**src/rtl/fsru_pkg.sv**
```systemverilog
// Package of constants and types for the flash status, reset and unprotect host controller.
`default_nettype none
package fsru_pkg;
   // =====================================================================
   // Timing figures and derived cycle counts at 250 MHz.
   localparam int CLK_PERIOD_NS = 4;
   localparam int RESET_LOW_NS = 500;
   localparam int RESET_HIGH_NS = 50;
   localparam int UNPROT_SETUP_US = 4;
   localparam int READY_BUSY_US = 20;
   localparam int READ_PULSE_NS = 100;
   localparam int RESET_LOW_CYC = (RESET_LOW_NS + CLK_PERIOD_NS - 1) / CLK_PERIOD_NS;
   localparam int RESET_HIGH_CYC = (RESET_HIGH_NS + CLK_PERIOD_NS - 1) / CLK_PERIOD_NS;
   localparam int UNPROT_SETUP_CYC = (UNPROT_SETUP_US * 1000 + CLK_PERIOD_NS - 1) / CLK_PERIOD_NS;
   localparam int READY_WAIT_CYC = (READY_BUSY_US * 1000) / CLK_PERIOD_NS;
   localparam int READ_PULSE_CYC = (READ_PULSE_NS + CLK_PERIOD_NS - 1) / CLK_PERIOD_NS;
   // =====================================================================
   // Widths and status bit positions.
   localparam int ADDR_W = 18;
   localparam int DATA_W = 16;
   localparam int CNT_W = 16;
   localparam int DATA_POLL_POS = 7;
   localparam int TOGGLE_POS = 6;
   localparam int TIME_LIMIT_POS = 5;
   localparam int SECTOR_TOGGLE_POS = 2;
   // =====================================================================
   // Controller states, Gray coded along the poll path.
   typedef enum logic [3:0] {
      ST_IDLE = 4'h0,
      ST_RD1 = 4'h1,
      ST_RD2 = 4'h3,
      ST_JUDGE = 4'h2,
      ST_RECHK = 4'h6,
      ST_RST_LOW = 4'h7,
      ST_RST_HIGH = 4'h5,
      ST_UNPROT = 4'h4,
      ST_UNPROT_HOLD = 4'hc
   } fsru_state_t;
   // Poll methods.
   typedef enum logic [1:0] {
      MODE_DATA_POLL = 2'h0,
      MODE_TOGGLE = 2'h1,
      MODE_SECTOR = 2'h2
   } fsru_mode_t;
   // Outcomes.
   typedef enum logic [1:0] {
      RES_DONE = 2'h0,
      RES_FAIL = 2'h1,
      RES_RESET = 2'h2,
      RES_UNPROT = 2'h3
   } fsru_result_t;
endpackage
`default_nettype wire

```
**src/rtl/fsru_host.sv**
```systemverilog
// Host controller that polls flash status, pulses hardware reset and runs temporary unprotect.
`default_nettype none
module fsru_host (
   input wire logic ref_clk_i,
   input wire logic srst_i,
   input wire logic poll_start_i,
   input wire logic [1:0] poll_mode_i,
   input wire logic [fsru_pkg::ADDR_W-1:0] poll_addr_i,
   input wire logic expect_bit_i,
   input wire logic reset_start_i,
   input wire logic unprot_start_i,
   input wire logic unprot_end_i,
   output logic busy_o,
   output logic done_o,
   output logic [1:0] result_o,
   output logic unprot_ready_o,
   output logic [fsru_pkg::DATA_W-1:0] last_status_o,
   output logic [fsru_pkg::ADDR_W-1:0] flash_addr_o,
   output logic flash_ce_n_o,
   output logic flash_oe_n_o,
   output logic flash_we_n_o,
   output logic flash_reset_n_o,
   output logic flash_hv_en_o,
   output logic flash_dq_oe_o,
   output logic [fsru_pkg::DATA_W-1:0] flash_dq_o,
   input wire logic [fsru_pkg::DATA_W-1:0] flash_dq_i,
   input wire logic ready_busy_out_i
);
   fsru_pkg::fsru_state_t state_q, state_d;
   fsru_pkg::fsru_mode_t mode_q, mode_d;
   logic [fsru_pkg::CNT_W-1:0] cnt_q, cnt_d;
   logic [fsru_pkg::ADDR_W-1:0] addr_q, addr_d;
   logic [fsru_pkg::DATA_W-1:0] rd1_q, rd1_d, rd2_q, rd2_d;
   logic expect_q, expect_d, tl_seen_q, tl_seen_d, was_busy_q, was_busy_d;
   logic oe_n_q, oe_n_d, rst_n_q, rst_n_d, hv_q, hv_d;
   logic done_q, done_d, unprot_rdy_q, unprot_rdy_d;
   logic [1:0] result_q, result_d;
   logic [fsru_pkg::DATA_W:0] pins_sync;
   logic [fsru_pkg::DATA_W-1:0] dq_sync;
   logic rb_sync;

   // =====================================================================
   // Pin inputs pass two flip-flops before use.
   fsru_sync #(.W(fsru_pkg::DATA_W + 1)) u_sync (
      .ref_clk_i(ref_clk_i),
      .srst_i(srst_i),
      .async_i({ready_busy_out_i, flash_dq_i}),
      .sync_o(pins_sync)
   );
   assign dq_sync = pins_sync[fsru_pkg::DATA_W-1:0];
   assign rb_sync = pins_sync[fsru_pkg::DATA_W];

   // Selects the toggle bit that matches the poll method.
   function automatic logic tog_bit(input fsru_pkg::fsru_mode_t m, input logic [fsru_pkg::DATA_W-1:0] d);
      tog_bit = (m == fsru_pkg::MODE_SECTOR) ? d[fsru_pkg::SECTOR_TOGGLE_POS] : d[fsru_pkg::TOGGLE_POS];
   endfunction

   // =====================================================================
   // Next-state logic for the poll, reset and unprotect sequences.
   always_comb begin
      state_d = state_q;
      mode_d = mode_q;
      cnt_d = cnt_q;
      addr_d = addr_q;
      rd1_d = rd1_q;
      rd2_d = rd2_q;
      expect_d = expect_q;
      tl_seen_d = tl_seen_q;
      was_busy_d = was_busy_q;
      oe_n_d = oe_n_q;
      rst_n_d = rst_n_q;
      hv_d = hv_q;
      done_d = 1'b0;
      result_d = result_q;
      unprot_rdy_d = unprot_rdy_q;
      case (state_q)
         fsru_pkg::ST_IDLE: begin
            if (reset_start_i) begin
               was_busy_d = ~rb_sync; // Busy device needs the long recovery.
               rst_n_d = 1'b0;
               cnt_d = fsru_pkg::CNT_W'(fsru_pkg::RESET_LOW_CYC);
               state_d = fsru_pkg::ST_RST_LOW;
            end else if (unprot_start_i) begin
               hv_d = 1'b1; // Device unprotects all sectors while held.
               cnt_d = fsru_pkg::CNT_W'(fsru_pkg::UNPROT_SETUP_CYC);
               state_d = fsru_pkg::ST_UNPROT;
            end else if (poll_start_i) begin
               mode_d = fsru_pkg::fsru_mode_t'(poll_mode_i);
               addr_d = poll_addr_i; // Data polling uses the valid status address.
               expect_d = expect_bit_i;
               tl_seen_d = 1'b0;
               oe_n_d = 1'b0;
               cnt_d = fsru_pkg::CNT_W'(fsru_pkg::READ_PULSE_CYC);
               state_d = fsru_pkg::ST_RD1;
            end
         end
         fsru_pkg::ST_RD1, fsru_pkg::ST_RD2: begin
            if (cnt_q != '0) begin
               cnt_d = cnt_q - 1'b1;
            end else if (!oe_n_q) begin
               oe_n_d = 1'b1; // Each read is a separate strobe so toggles advance.
               if (state_q == fsru_pkg::ST_RD1) begin
                  rd1_d = dq_sync;
               end else begin
                  rd2_d = dq_sync;
               end
               cnt_d = fsru_pkg::CNT_W'(fsru_pkg::READ_PULSE_CYC);
            end else if (state_q == fsru_pkg::ST_RD1 && mode_q != fsru_pkg::MODE_DATA_POLL) begin
               oe_n_d = 1'b0; // Second consecutive read for the toggle comparison.
               cnt_d = fsru_pkg::CNT_W'(fsru_pkg::READ_PULSE_CYC);
               state_d = fsru_pkg::ST_RD2;
            end else begin
               state_d = fsru_pkg::ST_JUDGE;
            end
         end
         fsru_pkg::ST_JUDGE: begin
            if (mode_q == fsru_pkg::MODE_DATA_POLL) begin
               if (rd1_q[fsru_pkg::DATA_POLL_POS] == expect_q) begin
                  result_d = fsru_pkg::RES_DONE; // True data replaced the complement.
                  state_d = fsru_pkg::ST_RECHK;
               end else if (tl_seen_q) begin
                  result_d = fsru_pkg::RES_FAIL;
                  state_d = fsru_pkg::ST_RECHK;
               end else if (rd1_q[fsru_pkg::TIME_LIMIT_POS]) begin
                  tl_seen_d = 1'b1; // Read data-poll once more before failing.
                  oe_n_d = 1'b0;
                  cnt_d = fsru_pkg::CNT_W'(fsru_pkg::READ_PULSE_CYC);
                  state_d = fsru_pkg::ST_RD1;
               end else begin
                  oe_n_d = 1'b0;
                  cnt_d = fsru_pkg::CNT_W'(fsru_pkg::READ_PULSE_CYC);
                  state_d = fsru_pkg::ST_RD1;
               end
            end else begin
               if (tog_bit(mode_q, rd1_q) == tog_bit(mode_q, rd2_q)) begin
                  result_d = fsru_pkg::RES_DONE; // Not toggling means finished or not suspended.
                  state_d = fsru_pkg::ST_RECHK;
               end else if (tl_seen_q) begin
                  result_d = fsru_pkg::RES_FAIL;
                  state_d = fsru_pkg::ST_RECHK;
               end else begin
                  tl_seen_d = rd2_q[fsru_pkg::TIME_LIMIT_POS]; // Check toggling again after time limit.
                  oe_n_d = 1'b0;
                  cnt_d = fsru_pkg::CNT_W'(fsru_pkg::READ_PULSE_CYC);
                  state_d = fsru_pkg::ST_RD1;
               end
            end
         end
         fsru_pkg::ST_RECHK: begin
            done_d = 1'b1;
            state_d = fsru_pkg::ST_IDLE;
         end
         fsru_pkg::ST_RST_LOW: begin
            if (cnt_q != '0) begin
               cnt_d = cnt_q - 1'b1;
            end else begin
               rst_n_d = 1'b1; // Held low for the minimum pulse.
               cnt_d = was_busy_q ? fsru_pkg::CNT_W'(fsru_pkg::READY_WAIT_CYC) :
                  fsru_pkg::CNT_W'(fsru_pkg::RESET_HIGH_CYC); // Recovery before access.
               state_d = fsru_pkg::ST_RST_HIGH;
            end
         end
         fsru_pkg::ST_RST_HIGH: begin
            if (cnt_q != '0) begin
               cnt_d = cnt_q - 1'b1;
            end else begin
               result_d = fsru_pkg::RES_RESET;
               state_d = fsru_pkg::ST_RECHK;
            end
         end
         fsru_pkg::ST_UNPROT: begin
            if (cnt_q != '0) begin
               cnt_d = cnt_q - 1'b1;
            end else begin
               unprot_rdy_d = 1'b1; // Setup time at high voltage has passed.
               result_d = fsru_pkg::RES_UNPROT;
               done_d = 1'b1;
               state_d = fsru_pkg::ST_UNPROT_HOLD;
            end
         end
         fsru_pkg::ST_UNPROT_HOLD: begin
            if (unprot_end_i) begin
               hv_d = 1'b0; // Device restores protection on return.
               unprot_rdy_d = 1'b0;
               cnt_d = fsru_pkg::CNT_W'(fsru_pkg::RESET_HIGH_CYC);
               state_d = fsru_pkg::ST_RST_HIGH;
            end
         end
         default: begin
            state_d = fsru_pkg::ST_IDLE;
         end
      endcase
   end

   // Registers for the sequencer.
   always_ff @(posedge ref_clk_i) begin
      if (srst_i) begin
         state_q <= fsru_pkg::ST_IDLE;
         mode_q <= fsru_pkg::MODE_DATA_POLL;
         cnt_q <= '0;
         addr_q <= '0;
         rd1_q <= '0;
         rd2_q <= '0;
         expect_q <= 1'b0;
         tl_seen_q <= 1'b0;
         was_busy_q <= 1'b0;
         oe_n_q <= 1'b1;
         rst_n_q <= 1'b1;
         hv_q <= 1'b0;
         done_q <= 1'b0;
         result_q <= fsru_pkg::RES_DONE;
         unprot_rdy_q <= 1'b0;
      end else begin
         state_q <= state_d;
         mode_q <= mode_d;
         cnt_q <= cnt_d;
         addr_q <= addr_d;
         rd1_q <= rd1_d;
         rd2_q <= rd2_d;
         expect_q <= expect_d;
         tl_seen_q <= tl_seen_d;
         was_busy_q <= was_busy_d;
         oe_n_q <= oe_n_d;
         rst_n_q <= rst_n_d;
         hv_q <= hv_d;
         done_q <= done_d;
         result_q <= result_d;
         unprot_rdy_q <= unprot_rdy_d;
      end
   end

   // =====================================================================
   // Outputs: pins come from flip-flops or constants; the bus is never driven for status reads.
   assign busy_o = (state_q != fsru_pkg::ST_IDLE) && (state_q != fsru_pkg::ST_UNPROT_HOLD);
   assign done_o = done_q;
   assign result_o = result_q;
   assign unprot_ready_o = unprot_rdy_q;
   assign last_status_o = (mode_q == fsru_pkg::MODE_DATA_POLL) ? rd1_q : rd2_q;
   assign flash_addr_o = addr_q;
   assign flash_ce_n_o = oe_n_q;
   assign flash_oe_n_o = oe_n_q;
   assign flash_we_n_o = 1'b1;
   assign flash_reset_n_o = rst_n_q;
   assign flash_hv_en_o = hv_q;
   assign flash_dq_oe_o = 1'b0;
   assign flash_dq_o = '0;
endmodule
`default_nettype wire

```
**src/rtl/fsru_sync.sv**
```systemverilog
// Two-flip-flop synchroniser for pin inputs, with parameterised width.
`default_nettype none
module fsru_sync #(
   parameter int W = 1
) (
   input wire logic ref_clk_i,
   input wire logic srst_i,
   input wire logic [W-1:0] async_i,
   output logic [W-1:0] sync_o
);
   logic [W-1:0] meta_q;
   logic [W-1:0] meta_d;
   logic [W-1:0] sync_q;
   logic [W-1:0] sync_d;

   // =====================================================================
   // The first stage is read only by the second stage.
   always_comb begin
      meta_d = async_i;
      sync_d = meta_q;
   end

   always_ff @(posedge ref_clk_i) begin
      if (srst_i) begin
         meta_q <= '0;
         sync_q <= '0;
      end else begin
         meta_q <= meta_d;
         sync_q <= sync_d;
      end
   end

   assign sync_o = sync_q;
endmodule
`default_nettype wire

```
**config.mk**
```make
export PLATFORM = sky130hd
export DESIGN_NAME = fsru_host
export DESIGN_NICKNAME = d
export VERILOG_FILES = /design/src/rtl/fsru_pkg.sv /design/src/rtl/fsru_host.sv /design/src/rtl/fsru_sync.sv
export SDC_FILE = /design/constraint.sdc
export NUM_CORES = 1
export LEC_CHECK = 0
export ABC_CLOCK_PERIOD_IN_PS = 3500
export BUFFER_PORTS_ARGS = -buffer_cell sky130_fd_sc_hd__buf_2
export CAP_MARGIN = 10
export CORE_MARGIN = 2
export CORE_UTILIZATION = 58
export CTS_CLUSTER_DIAMETER = 150
export DETAILED_ROUTE_END_ITERATION = 12
export HOLD_SLACK_MARGIN = 0.08
export PLACE_DENSITY = 0.84
export SYNTH_ARGS = -nofsm -noshare
export SYNTH_HDL_FRONTEND = slang
export SYNTH_SLANG_ARGS = --single-unit
```
**constraint.sdc**
```tcl
create_clock -name ref_clk_i -period 3.5 [get_ports ref_clk_i]
set_input_delay 0.875 -clock ref_clk_i [delete_from_list [all_inputs] [get_ports ref_clk_i]]
set_output_delay 0.875 -clock ref_clk_i [all_outputs]
set_load 0.01 [all_outputs]
```
==> impl.org, run 1 <==
** Timing
- Tightest hold margin :: 436 ps
- After layout, the worst setup slack is 370 ps.
- Max Transition Viols Final :: 0
- Final setup vio count :: 0
- The routed design could run at a clock period as short as 3130 ps.
- Setup total negative slack on the finished layout was measured at 0 ps.
- The final critical path takes up about nine tenths of the cycle.
- Setup repair after global routing left no endpoint under its margin.
- Worst setup skew after layout :: approximately 6.1 ps
- Fin. Hold Viols :: 0
- Based on the critical path, the design can be clocked at up to 319 MHz.
- Relative slew margins :: 40.7%
- Slew at the pin closest to its max-slew limit :: 878 ps

** Final layout
- Final cell count without fillers :: 790
- Fraction of final layout cells with drive strength greater than 1 :: 22.8%
- The layout has 616 filler cells.
- Final net count :: 717
- After routing the design area is between 5000 and 6000 um2.
- Area delta synth->final :: 18.9%
- Summing all multi-input logic gate instances after layout gives about 2400 um2.
- Summing all flip-flop and latch instances after layout gives 2320 um2.
- The repair_antennas step left the layout with diodes totalling 0.

** Detailed routing
- Overall via count from detail_route :: approximately 4500
- Once detail routing completed, the nets flagged for antenna violations numbered 0.
- Number of iterations in the first detailed-routing pass :: 5
- Number of remaining DRC errors :: 0
- Total wire length after detailed routing :: 11.7 mm
- Violation count after the first detailed-routing iteration :: 451
- Dividing the detail-routed via count by the number of cells gives 5.70.
- Routed length per instance :: 14.8 um

** Global route
- Total GRT Usage :: 25.7%
- Number of antenna violations at the first check in global routing :: 0
- After global routing the overflow that remains totals 0.
- Wire length of the first global-routing pass :: 18.6 mm
- Pin count of the biggest net entering global routing :: 76
- The via count of the first global-routing pass came to 4068.

** Worst hold path
- Along the worst hold path, the cell count comes to 1.
- The startpoint identified for the worst hold timing path is u_sync.sync_o[16].
- Hold endpoint :: was_busy_q
- Worst min-delay path category :: flip-flop to flip-flop

** Floorplanning
- The floorplan has 33 rows.
- Core ar. :: 8260 um2
- The die covers 9320 um2.
- The die is around 97 um tall.
- Width of the die :: ~97 um
- 105 I/O pins were placed.
- Initial core utilization :: 60.2%

** Placement
- Placed cell area :: 5340 um2
- Number of placed instances with taps included :: roughly 760
- Final weighted congestion in routability-driven placement :: 0.930
- HPWL Detailed :: between 7 and 8 mm
- The count of buffers added on input and output ports is 86.
- Timing analysis after detailed placement gives a worst setup slack of approximately 640 ps.

** Clock tree
- Counting every sink on the clock net gives 116.
- TritonCTS built the clock tree.
- CTS Root Buffer Type :: clkbuf_8
- Number of levels in the clock H-tree :: 4
- Worst-Skew Late Latency :: 510 ps
- Buffers inserted to repair hold after CTS numbered 0.
- Number of CTS-inserted buffers :: 17
- After clock tree synthesis, the clock-pin slew on the worst setup and hold paths is 60 ps.
- Once the clock tree was built, the setup fixing pass inserted 0 buffers.
- Resized cells post-CTS :: 0
- The longest clock path from root to sink contains 2 buffers.

** Logic synthesis
- Number of synthesized flops with an enable pin :: 0
- During synthesis, Yosys emitted a total of 0 warnings.
- Post-synthesis instance area :: a little under 5000 um2
- The top cell type by area accounts for 46.8% of the synthesized area.
- Counting distinct cell types in the post-synthesis netlist gives 56.
- For this run, the leading register cell type out of synthesis is dfxtp_1.
- By area the synthesized netlist is led by dfxtp_1, nand2_1, a21oi_1.
- Counting flops with an async set or reset pin after synthesis yields a share of 0%.
- Flops & latches, synth :: 116
- Mapped Cells :: 600
- Cell taking the most area after synthesis :: dfxtp_1
- In this run the mean area of a mapped cell was 8.28 um2.
- Sequential share of the synthesized area :: between 40% and 50%

** Critical path
- At the worst endpoint, the required time is 2620 ps.
- Arrival @ worst endpoint :: about 2300 ps
- The slowest stage of the critical path is the nor2_1 cell.
- The critical path goes through nor2_1 > buf_4 > mux2_2 > buf_2.
- Startpoint types :: flip-flop
- The kind of cell with the highest combined delay along the critical path is simple AND/OR/NAND/NOR gates.
- Largest stage delay on the critical path :: between 500 and 600 ps
- Worst reg-to-reg setup slack :: 620 ps
- Critical Path End Type :: primary output
- CP Class :: flip-flop to primary output
- Along the worst path, the maximum fanout reaches 12.
- Total buffers and inverters traversed by the critical path :: 2
- R2R depth :: 6
- Reg-to-reg startpoint :: state_q[2]
- The worst register-to-register path ends at cnt_q[0].

** Outcome
- Run status :: complete, no violations

** Run
- Max-cap violations in this run came to 0.

** Power and ir drop
- Max IR drop VDD :: ~0.44 mV
- The analysis attributes to cell leakage a power of approximately 0.0024 uW.
- Dividing total power by cell area gives a power density of 785 nW/um2.
==> per-layer routing <==
metal	part of all wire (%)	up-vias	track usage, %
met5	0	-	0
met4	2.0	0	10.2
met3	8.3	32	5.90
met2	51	250	44.8
met1	39	2066	30.8
li1	-	2156	-
==> state kept, by name, summed over array words and instances (netlist names), 2 cells and up <==
| signal | cells |
|---|---|
| u_sync.meta_q | 17 |
| flash_addr_o | 18 |
| u_sync.sync_o | 17 |
| state_q | 4 |
| result_o | 2 |
| mode_q | 2 |
| rd1_q | 16 |
| cnt_q | 16 |
| rd2_q | 16 |
==> final cells by class <==
type | count | area share (%)
inverter | 7 | 0.445
clock buffer | 17 | 7.01
tap | 105 | 2.23
sequential | 116 | 39.3
timing repair buffer | 93 | 8.22
clock inverter | 15 | 2.50
multi-input combinational | 437 | 40.3
==> worst reg2reg max path, cell delays in order (launching register included) <==
cell       delay [ps]
dfxtp_1           750
or2_2             300
nor2_1             70
a2111oi_0         520
a211o_1           660
nor3_1            150
a221oi_1          320
==> layout by cell type, fill, tap and decap left out, types with 4 or more instances in the layout <==
cell type  count
inv_1          7
nand3_1        4
nor2b_1       39
clkbuf_16     16
conb_1        18
or3_1          6
a31oi_1        6
buf_2         85
nor2_1        35
nand2b_1       4
clkinv_4       5
nor4_1         4
buf_4          8
o21ai_0       14
nand4_1        5
dfxtp_1      116
nand2_1      125
xnor2_1        4
nor3_1        14
a211oi_1       4
mux2_2        18
a21oi_1       83
==> report_power, final <==
part           leakage, uW  switching, uW  internal [uW]  total (uW)
Sequential        0.000947            191           1460        1650
Clock             0.000273            648            957        1610
Combinational      0.00117            854            524        1380
==> cell usage after synthesis, types with 3 or more instances <==
cell type,number
buf_4,21
mux2_2,18
a21oi_1,83
buf_2,10
nor3_1,14
or2_2,3
clkbuf_1,20
nand2b_1,4
a311oi_1,3
xor2_1,3
o21bai_1,3
or3_1,6
nand3_1,4
a31oi_1,6
nor4_2,3
dfxtp_1,116
nand2_1,125
o211ai_1,3
a211oi_1,4
nand4_1,5
nor4_1,4
inv_1,7
xnor2_1,4
nor2b_1,39
nor2_1,35
buf_1,5
o21ai_0,14
==> metrics by stage <==
step | power, uW | util (%)
after floorplan | 2690 | -
after CTS | 4600 | 71.5
after detailed placement | 2990 | 64.7
after global routing | 4870 | 71.5
final | 4630 | 71.5
after global placement | 2950 | 64.7
==> cell families after synthesis <==
group	count (synthesis)	share of synthesized area (%)
and+or+nand+nor	258	25.1
buffers and inverters	63	6.60
muxes	18	4.08
AOI/OAI and AO/OA	135	15.8
DFF	116	46.8
xor gates and xnor gates	7	1.23
other	2	0.151
adders and majority gates	1	0.252
==> how the worst max path moves through the flow <==
stage,slack (ps),startpoint,end,depth (start not counted)
after floorplan,1260,mode_q[0],last_status_o[10],4
after global placement,700,mode_q[1],cnt_q[0],6
after detailed placement,640,mode_q[0],cnt_q[0],6
after CTS,350,mode_q[1],last_status_o[12],4
after global routing,250,mode_q[0],last_status_o[14],4
final,370,mode_q[1],last_status_o[0],4
Power figures use the tool's default switching activity.
==> inputs of run 2 (changes only) <==
--- a/config.mk
+++ b/config.mk
@@ -9,11 +9,12 @@
 export BUFFER_PORTS_ARGS = -buffer_cell sky130_fd_sc_hd__buf_2
 export CAP_MARGIN = 10
 export CORE_MARGIN = 2
-export CORE_UTILIZATION = 58
+export CORE_UTILIZATION = 61
+export CTS_BUF_LIST = sky130_fd_sc_hd__clkbuf_2
 export CTS_CLUSTER_DIAMETER = 150
 export DETAILED_ROUTE_END_ITERATION = 12
 export HOLD_SLACK_MARGIN = 0.08
-export PLACE_DENSITY = 0.84
+export PLACE_DENSITY = 0.88
 export SYNTH_ARGS = -nofsm -noshare
 export SYNTH_HDL_FRONTEND = slang
 export SYNTH_SLANG_ARGS = --single-unit
==> run 2 against run 1 <==
Compared with the run above: clock skew grew 29 ps; die area is 4.7% lower; total power is 14% lower; routed wire length shrank 2.1%; worst hold slack got worse by 59 ps; critical path type unchanged.
==> impl.org, run 2 (same netlist as run 1, synthesis figures left out) <==
** Critical path
- Worst endpoint required time :: 2620 ps (about the same)
- The largest individual stage delay along the critical path comes from the cell dfxtp_1.
- Arrival @ worst endpoint :: 2340 ps (+80 ps)
- The worst setup path is of the flip-flop to primary output kind.
- Worst reg-to-reg setup slack :: 580 ps (-40 ps)
- Critical path peak fanout :: 20 (+8)
- Largest stage delay on the critical path :: 760 ps (+210 ps)
- The depth of the worst register-to-register path was 6 (unchanged).
- Total buffers and inverters traversed by the critical path :: 2 (unchanged)
- Critical Path End Type :: primary output
- Kind of cell adding the most delay to the critical path :: flip-flops
- The worst setup path is launched from a flip-flop.
- Stages on the worst setup path :: 5 (+1)
- Cells traversed along the worst timing path :: nand2b_1 > nor2_1 > buf_4 > a21oi_1 > buf_2

** Final layout
- Commonest cells after routing, fill and taps aside :: nand2_1, dfxtp_1, buf_2
- The fraction of final layout cells sized beyond drive strength 1 is 22.8% (unchanged).
- The area growth from synthesis to layout is 12.8%.
- Leaving out fill and tap cells, the most frequent cell in the layout is nand2_1.
- Max FFs per register :: 18 (unchanged)
- Number of filler instances in the final layout :: 644 (+4.5%)
- Final cell count without fillers :: 787 (-0.38%)
- The number of nets in the final layout came to 717 (unchanged).
- Antenna cells :: 0 (unchanged)

** Placement
- The post-DP HPWL was 7.65 mm (+2.7%).
- Final weighted congestion in routability-driven placement :: 0.955 (+2.7%)
- Number of placed instances with taps included :: 755 (-0.40%)
- The number of input and output port buffers inserted came to 86 (unchanged).

** Detailed routing
- Overall via count from detail_route :: 4453 (-1.1%)
- The number of design-rule violations left by the first detailed-router iteration is 546 (+21%).
- Antenna viol nets, final :: 0 (unchanged)
- The average wire per cell in the routed design was 14.5 um (-1.8%).
- The first-pass iteration count of the detailed router came to 6 (+1).
- The via-per-instance ratio is 5.66 (-0.76%).
- Number of remaining DRC errors :: 0 (unchanged)
- The total wire length after detailed routing is 11.4 mm (-2.1%).

** Timing
- The worst-case clock skew was 34.9 ps (+28.8 ps).
- The fraction of the cycle the final worst path needs came to 91.8% (+2.3 points).
- The total of endpoints with negative setup slack in the final report was 0 (unchanged).
- Achievable Freq :: 311 MHz (-2.5%)
- The final sum of negative setup slack was 0 ps (unchanged).
- Final critical delay including setup and external delays :: 3210 ps (+81.8 ps)
- Slew at the pin closest to its max-slew limit :: 871 ps (-7.17 ps)
- The final-report max-slew violation count is 0 (unchanged).
- The number of hold violations in the final report was 0 (unchanged).
- Unrepaired setup endpoints after global routing :: no
- Relative slew margins :: 41.2% (+0.48 points)

** Clock tree
- The number of clock sinks was 116 (unchanged).
- Number of CTS-inserted buffers :: 17 (unchanged)
- Worst-Skew Late Latency :: 680 ps (+170 ps)
- Maximum number of buffers from clock root to sink :: 2 (unchanged)
- Post-CTS Setup Inserts :: 0 (unchanged)
- Number of levels in the clock H-tree :: 4 (unchanged)
- The clock slew at the register clock pins of the worst setup and hold paths was 230 ps (+170 ps).
- CTS Root Buffer Type :: clkbuf_2
- Resized cells post-CTS :: 0 (unchanged)
- TritonCTS built the clock tree.
- The number of buffers inserted for hold repair after clock tree synthesis came to 0 (unchanged).

** Power and ir drop
- The maximum resistive drop on vdd is 0.452 mV (+3.6%).
- Total power divided by cell area :: 709 nW/um2 (-9.6%)
- Leak :: 0.00227 uW (-4.9%)

** Worst hold path
- The number of cells traversed by the worst hold path was 2 (+1).
- The worst hold path belongs to the class primary input to flip-flop.

** Floorplanning
- Standard-cell row count :: 32 (-3.0%)
- The number of ports placed on the die boundary came to 105 (unchanged).
- The height of the die came to 94.2 um (-2.4%).
- The floorplan core area came to 7810 um2 (-5.5%).
- Width of the die :: 94.2 um (-2.4%)
- Initial core utilization :: 63.6% (+3.5 points)
- Area enclosed by the die boundary :: 8880 um2 (-4.7%)

** Global route
- The initial antenna violation count was 0 (unchanged).
- The global routing usage summed across all routing layers was 26.4% (+0.70 points).
- Wire length of the first global-routing pass :: 18.5 mm (-0.85%)
- Pin count of the biggest net entering global routing :: 83 (+9.2%)
- The via count of the first global-routing pass came to 4120 (+1.3%).
- Overflow after GRT :: 0 (unchanged)

** Outcome
- The run finished with clean final reports.

** Run
- Max Cap Violations :: 0 (unchanged)
## run 2: worst paths after layout
kind / endpoint / start
setup / recovery: busy_o / state_q[2]
hold / removal: u_sync.meta_q[6] / flash_dq_i[6]
setup reg to reg: cnt_q[0] / state_q[1]
hold reg to reg: u_sync.sync_o[11] / u_sync.meta_q[11]
## run 2: layout make-up
type	count	area [um2]	share of cell area [%]
clock buffer	17	85.1	1.52
clock inverter	15	181	3.24
inverter	7	26.3	0.469
multi-input combinational	437	2380	42.4
sequential	116	2320	41.4
tap	102	128	2.28
timing repair buffer	93	485	8.66
## run 2: power by group
group | switching [uW] | internal (uW) | leakage, uW
Sequential | 195 | 1460 | 0.000947
Clock | 594 | 363 | 0.000155
Combinational | 842 | 524 | 0.00117
Total | 1630 | 2340 | 0.00227
## run 2: worst reg2reg max path, delay by kind of cell, from the launching register on
family	cells	cell delay (ps)
compound gates	3	1340
simple gates	3	820
flops	1	680
## run 2: per-stage QoR
| stage | utilization (%) | hold WS, ps | total power (uW) | cell area, um2 | worst slack [ps] |
|---|---|---|---|---|---|
| after floorplan | - | 408 | 2690 | 5030 | 1260 |
| after global placement | 68.4 | 416 | 2950 | 5340 | 803 |
| after detailed placement | 68.4 | 424 | 3010 | 5340 | 710 |
| after CTS | 71.8 | 350 | 3960 | 5610 | 287 |
| after global routing | 71.8 | 334 | 4210 | 5610 | 88.2 |
| final | 71.8 | 377 | 3970 | 5610 | 288 |
## run 2: routing by layer
metal	vias up	share of wire (%)	global-route usage [%]
met2	202	51	45.6
li1	2155	-	-
met3	39	6.0	5.86
met5	-	0	0
met4	0	2.8	13.2
met1	2057	41	30.8
==> inputs of run 3 (changes only) <==
--- a/config.mk
+++ b/config.mk
@@ -5,16 +5,16 @@
 export SDC_FILE = /design/constraint.sdc
 export NUM_CORES = 1
 export LEC_CHECK = 0
-export ABC_CLOCK_PERIOD_IN_PS = 3500
+export ABC_CLOCK_PERIOD_IN_PS = 2800
 export BUFFER_PORTS_ARGS = -buffer_cell sky130_fd_sc_hd__buf_2
 export CAP_MARGIN = 10
 export CORE_MARGIN = 2
-export CORE_UTILIZATION = 61
+export CORE_UTILIZATION = 51
 export CTS_BUF_LIST = sky130_fd_sc_hd__clkbuf_2
 export CTS_CLUSTER_DIAMETER = 150
 export DETAILED_ROUTE_END_ITERATION = 12
 export HOLD_SLACK_MARGIN = 0.08
-export PLACE_DENSITY = 0.88
+export PLACE_DENSITY = 0.78
 export SYNTH_ARGS = -nofsm -noshare
 export SYNTH_HDL_FRONTEND = slang
 export SYNTH_SLANG_ARGS = --single-unit
==> constraint.sdc (replaced) <==
create_clock -name ref_clk_i -period 2.8 [get_ports ref_clk_i]
set_input_delay 0.7 -clock ref_clk_i [delete_from_list [all_inputs] [get_ports ref_clk_i]]
set_output_delay 0.7 -clock ref_clk_i [all_outputs]
set_load 0.01 [all_outputs]
==> run 3 against run 2 <==
Compared with the run above: via count is essentially flat; combinational power grew 39%; critical path depth grew 3; first-iteration DRC count shrank 36%; sequential share of layout area shrank 1.1 points; die area grew 19%; total power grew 26%; sequential cell count is the same; clock skew shrank 4.6 ps; global-route usage shrank 4.4 points; critical path type is now flip-flop to flip-flop; highest routed layer unchanged.
==> impl.org, run 3 (same netlist as run 1, synthesis figures left out) <==
** Outcome
- Run status :: complete, no violations

** Floorplanning
- Top Ports :: 105 (unchanged)
- The starting density of the core is 51.8% (-12 points).
- The height of the die was 103 um (+9.0%).
- Core ar. :: 9590 um2 (+23%)
- Standard-cell row count :: 36 (+13%)
- The width of the die was 103 um (+9.0%).
- The die footprint came to 10500 um2 (+19%).

** Detailed routing
- Number of iterations in the first detailed-routing pass :: 9 (+3)
- Avg Vias per Cell :: 5.34 (-5.6%)
- Total wire length after detailed routing :: 11.5 mm (+0.42%)
- Antenna viol nets, final :: 0 (unchanged)
- The average wire per cell in the routed design is 13.8 um (-5.1%).
- Violation count after the first detailed-routing iteration :: 349 (-36%)
- Overall via count from detail_route :: 4450 (-0.067%)
- Number of remaining DRC errors :: 0 (unchanged)

** Timing
- The number of hold violations in the final report came to 0 (unchanged).
- Achievable Freq :: 380 MHz
- The worst-case clock skew was 30.3 ps (-4.61 ps).
- The headroom to the max-slew limit is 39.8% (-1.5 points).
- Setup tns final :: 0 ps (unchanged)
- Unrepaired setup endpoints after global routing :: no
- The final critical path takes up 93.9% of the cycle.
- The final-layout worst hold slack was 260 ps (-117 ps).
- Final setup vio count :: 0 (unchanged)
- Slew at the pin closest to its max-slew limit :: 892 ps (+21.5 ps)
- Max Transition Viols Final :: 0 (unchanged)
- Final worst setup slack :: 172 ps (-116 ps)
- Final critical delay including setup and external delays :: 2630 ps

** Global route
- The first-pass GRT wire length is 18.4 mm (-0.37%).
- The via count of the first global-routing pass is 3972 (-3.6%).
- After global routing, the most crowded layer is met2.
- The overall overflow remaining after global route was 0 (unchanged).
- The initial antenna violation count was 0 (unchanged).
- Met2 track demand over resource in global routing :: 36.8% (-8.8 points)
- Total GRT Usage :: 22.1% (-4.4 points)
- The global routing met1 resource utilization was 27.6% (-3.3 points).
- Pin count of the biggest net entering global routing :: 69 (-17%)
- The global routing met3 resource utilization was 6.24% (+0.38 points).

** Final layout
- Final cell count without fillers :: 833 (+5.8%)
- Area occupied by multi-input gates :: 2390 um2 (+0.42%)
- Max FFs per register :: 18 (unchanged)
- Area delta synth->final :: 16.1%
- Leaving out fill and tap cells, the most frequent cell in the layout is nand2_1.
- Sequential cell area :: 2330 um2 (+0.22%)
- The number of nets in the final layout came to 733 (+2.2%).
- Commonest cells after routing, fill and taps aside :: nand2_1, dfxtp_1, buf_2
- The number of antenna cells inserted is 0 (unchanged).
- The count of filler cells inserted in the layout is 839 (+30%).
- The fraction of final layout cells sized beyond drive strength 1 came to 25.0% (+2.2 points).

** Clock tree
- The number of H-tree branching levels is 4 (unchanged).
- TritonCTS built the clock tree.
- Worst-Skew Late Latency :: 640 ps (-40 ps)
- Maximum number of buffers from clock root to sink :: 2 (unchanged)
- The root buffer cell chosen for the clock tree is clkbuf_2.
- The number of buffers inserted for hold repair after clock tree synthesis is 0 (unchanged).
- The number of clock sinks is 116 (unchanged).
- Clock transition time at the flip-flop clock pins of the worst setup and hold paths :: 190 ps (-40 ps)
- The number of CTS-inserted buffers was 17 (unchanged).

** Power and ir drop
- Total power divided by cell area :: 871 nW/um2 (+23%)
- The maximum resistive drop on vdd came to 0.501 mV (+11%).
- The cell leakage power came to 0.00234 uW (+2.9%).

** Worst hold path
- Worst min-delay path category :: primary input to flip-flop
- Hold path start :: flash_dq_i[2]

** Critical path
- The logic depth of the worst setup path including buffers came to 8 (+3).
- Worst setup path end :: rd2_q[7]
- Critical R2R Capture :: rd2_q[7]
- The worst setup path is of the flip-flop to flip-flop kind.
- In this run the critical register-to-register path is launched from cnt_q[0].
- Total buffers and inverters traversed by the critical path :: 1 (-1)
- Worst endpoint required time :: 3310 ps (+690 ps)
- Walking the worst path, the cells encountered are inv_1 > ha_1 > nor4b_1 > and4_1 > nand2_2 > or3_1 > nand2_1 > a21oi_1.
- Worst reg-to-reg setup slack :: 170 ps (-410 ps)
- STA classifies the critical path startpoint as a flip-flop.
- The stage delay of the slowest cell on the critical path is 650 ps (-110 ps).
- On the critical path, the stage with the largest delay is an instance of or3_1.
- Worst setup startpoint :: cnt_q[0]
- Critical Path End Type :: flip-flop
- Kind of cell adding the most delay to the critical path :: simple AND/OR/NAND/NOR gates
- R2R depth :: 8 (+2)
- The maximum net fanout on the critical path came to 16 (-20%).
- Arrival @ worst endpoint :: 3140 ps (+800 ps)

** Placement
- Number of buffer cells added on primary ports :: 86 (unchanged)
- Final weighted congestion in routability-driven placement :: 1.02 (+6.3%)
- Number of placed instances with taps included :: 801 (+6.1%)
- The post-DP HPWL was 8.01 mm (+4.7%).
- Place WS :: 288 ps (-422 ps)

** Run
- Max Cap Violations :: 0 (unchanged)
-- run 3: cell count changes in the layout (fill, tap and decap cells not counted), moves of 2 or more --
cell        change
buf_4          +14
clkinv_4        +2
dfxtp_1         -2
clkinvlp_4      +3
inv_6           -3
inv_8           -4
-- run 3: power breakdown --
part / switching, uW / internal, uW / total (uW)
clock: 670 / 413 / 1080
combinational: 1120 / 789 / 1910
sequential: 207 / 1830 / 2030
-- run 3: final cells by class --
class	instances	area share [%]
multi-input cells	437	41.4
flip-flops and latches	116	40.3
repair buffers	109	10.8
well taps	133	2.88
clock inverters	14	2.69
clock buffers	17	1.47
inverters	7	0.455
-- run 3: worst min path at each step --
stage	to	cells past startpoint
after floorplan	was_busy_q	1
after global placement	u_sync.sync_o[3]	1
after detailed placement	u_sync.sync_o[8]	1
after CTS	u_sync.meta_q[13]	2
after global routing	u_sync.meta_q[13]	2
final	u_sync.meta_q[2]	2
-- run 3: worst reg2reg max path, stage by stage, from the launching register on --
cell and delay [ps]:
dfxtp_1 390, inv_1 100, ha_1 260, nor4b_1 370
and4_1 360, nand2_2 130, or3_1 650, nand2_1 170
a21oi_1 70
-- run 3: metrics by stage --
stage | cell area, um2 | total power (uW) | util (%)
detailed placement | 5510 | 3910 | 57.4
global placement | 5510 | 3860 | 57.4
finish | 5770 | 5030 | 60.1
global route | 5770 | 5350 | 60.1
floorplan | 5030 | 3370 | -
CTS | 5750 | 5000 | 60.0
-- run 3: layer usage --
metal  up-vias  part of all wire (%)
li1       2193                     -
met1      2050                    43
met2       177                    50
met3        30                   5.5
met4         0                   2.0
met5         -                     0
-- run 3: timing repair --
| item | 4_1_cts | 5_1_grt |
|---|---|---|
| buffers inserted | 0 | 1 |
| endpoints found under the setup margin | 15 | 15 |
| pin swaps | 0 | 1 |
| resized for setup | 2 | 4 |
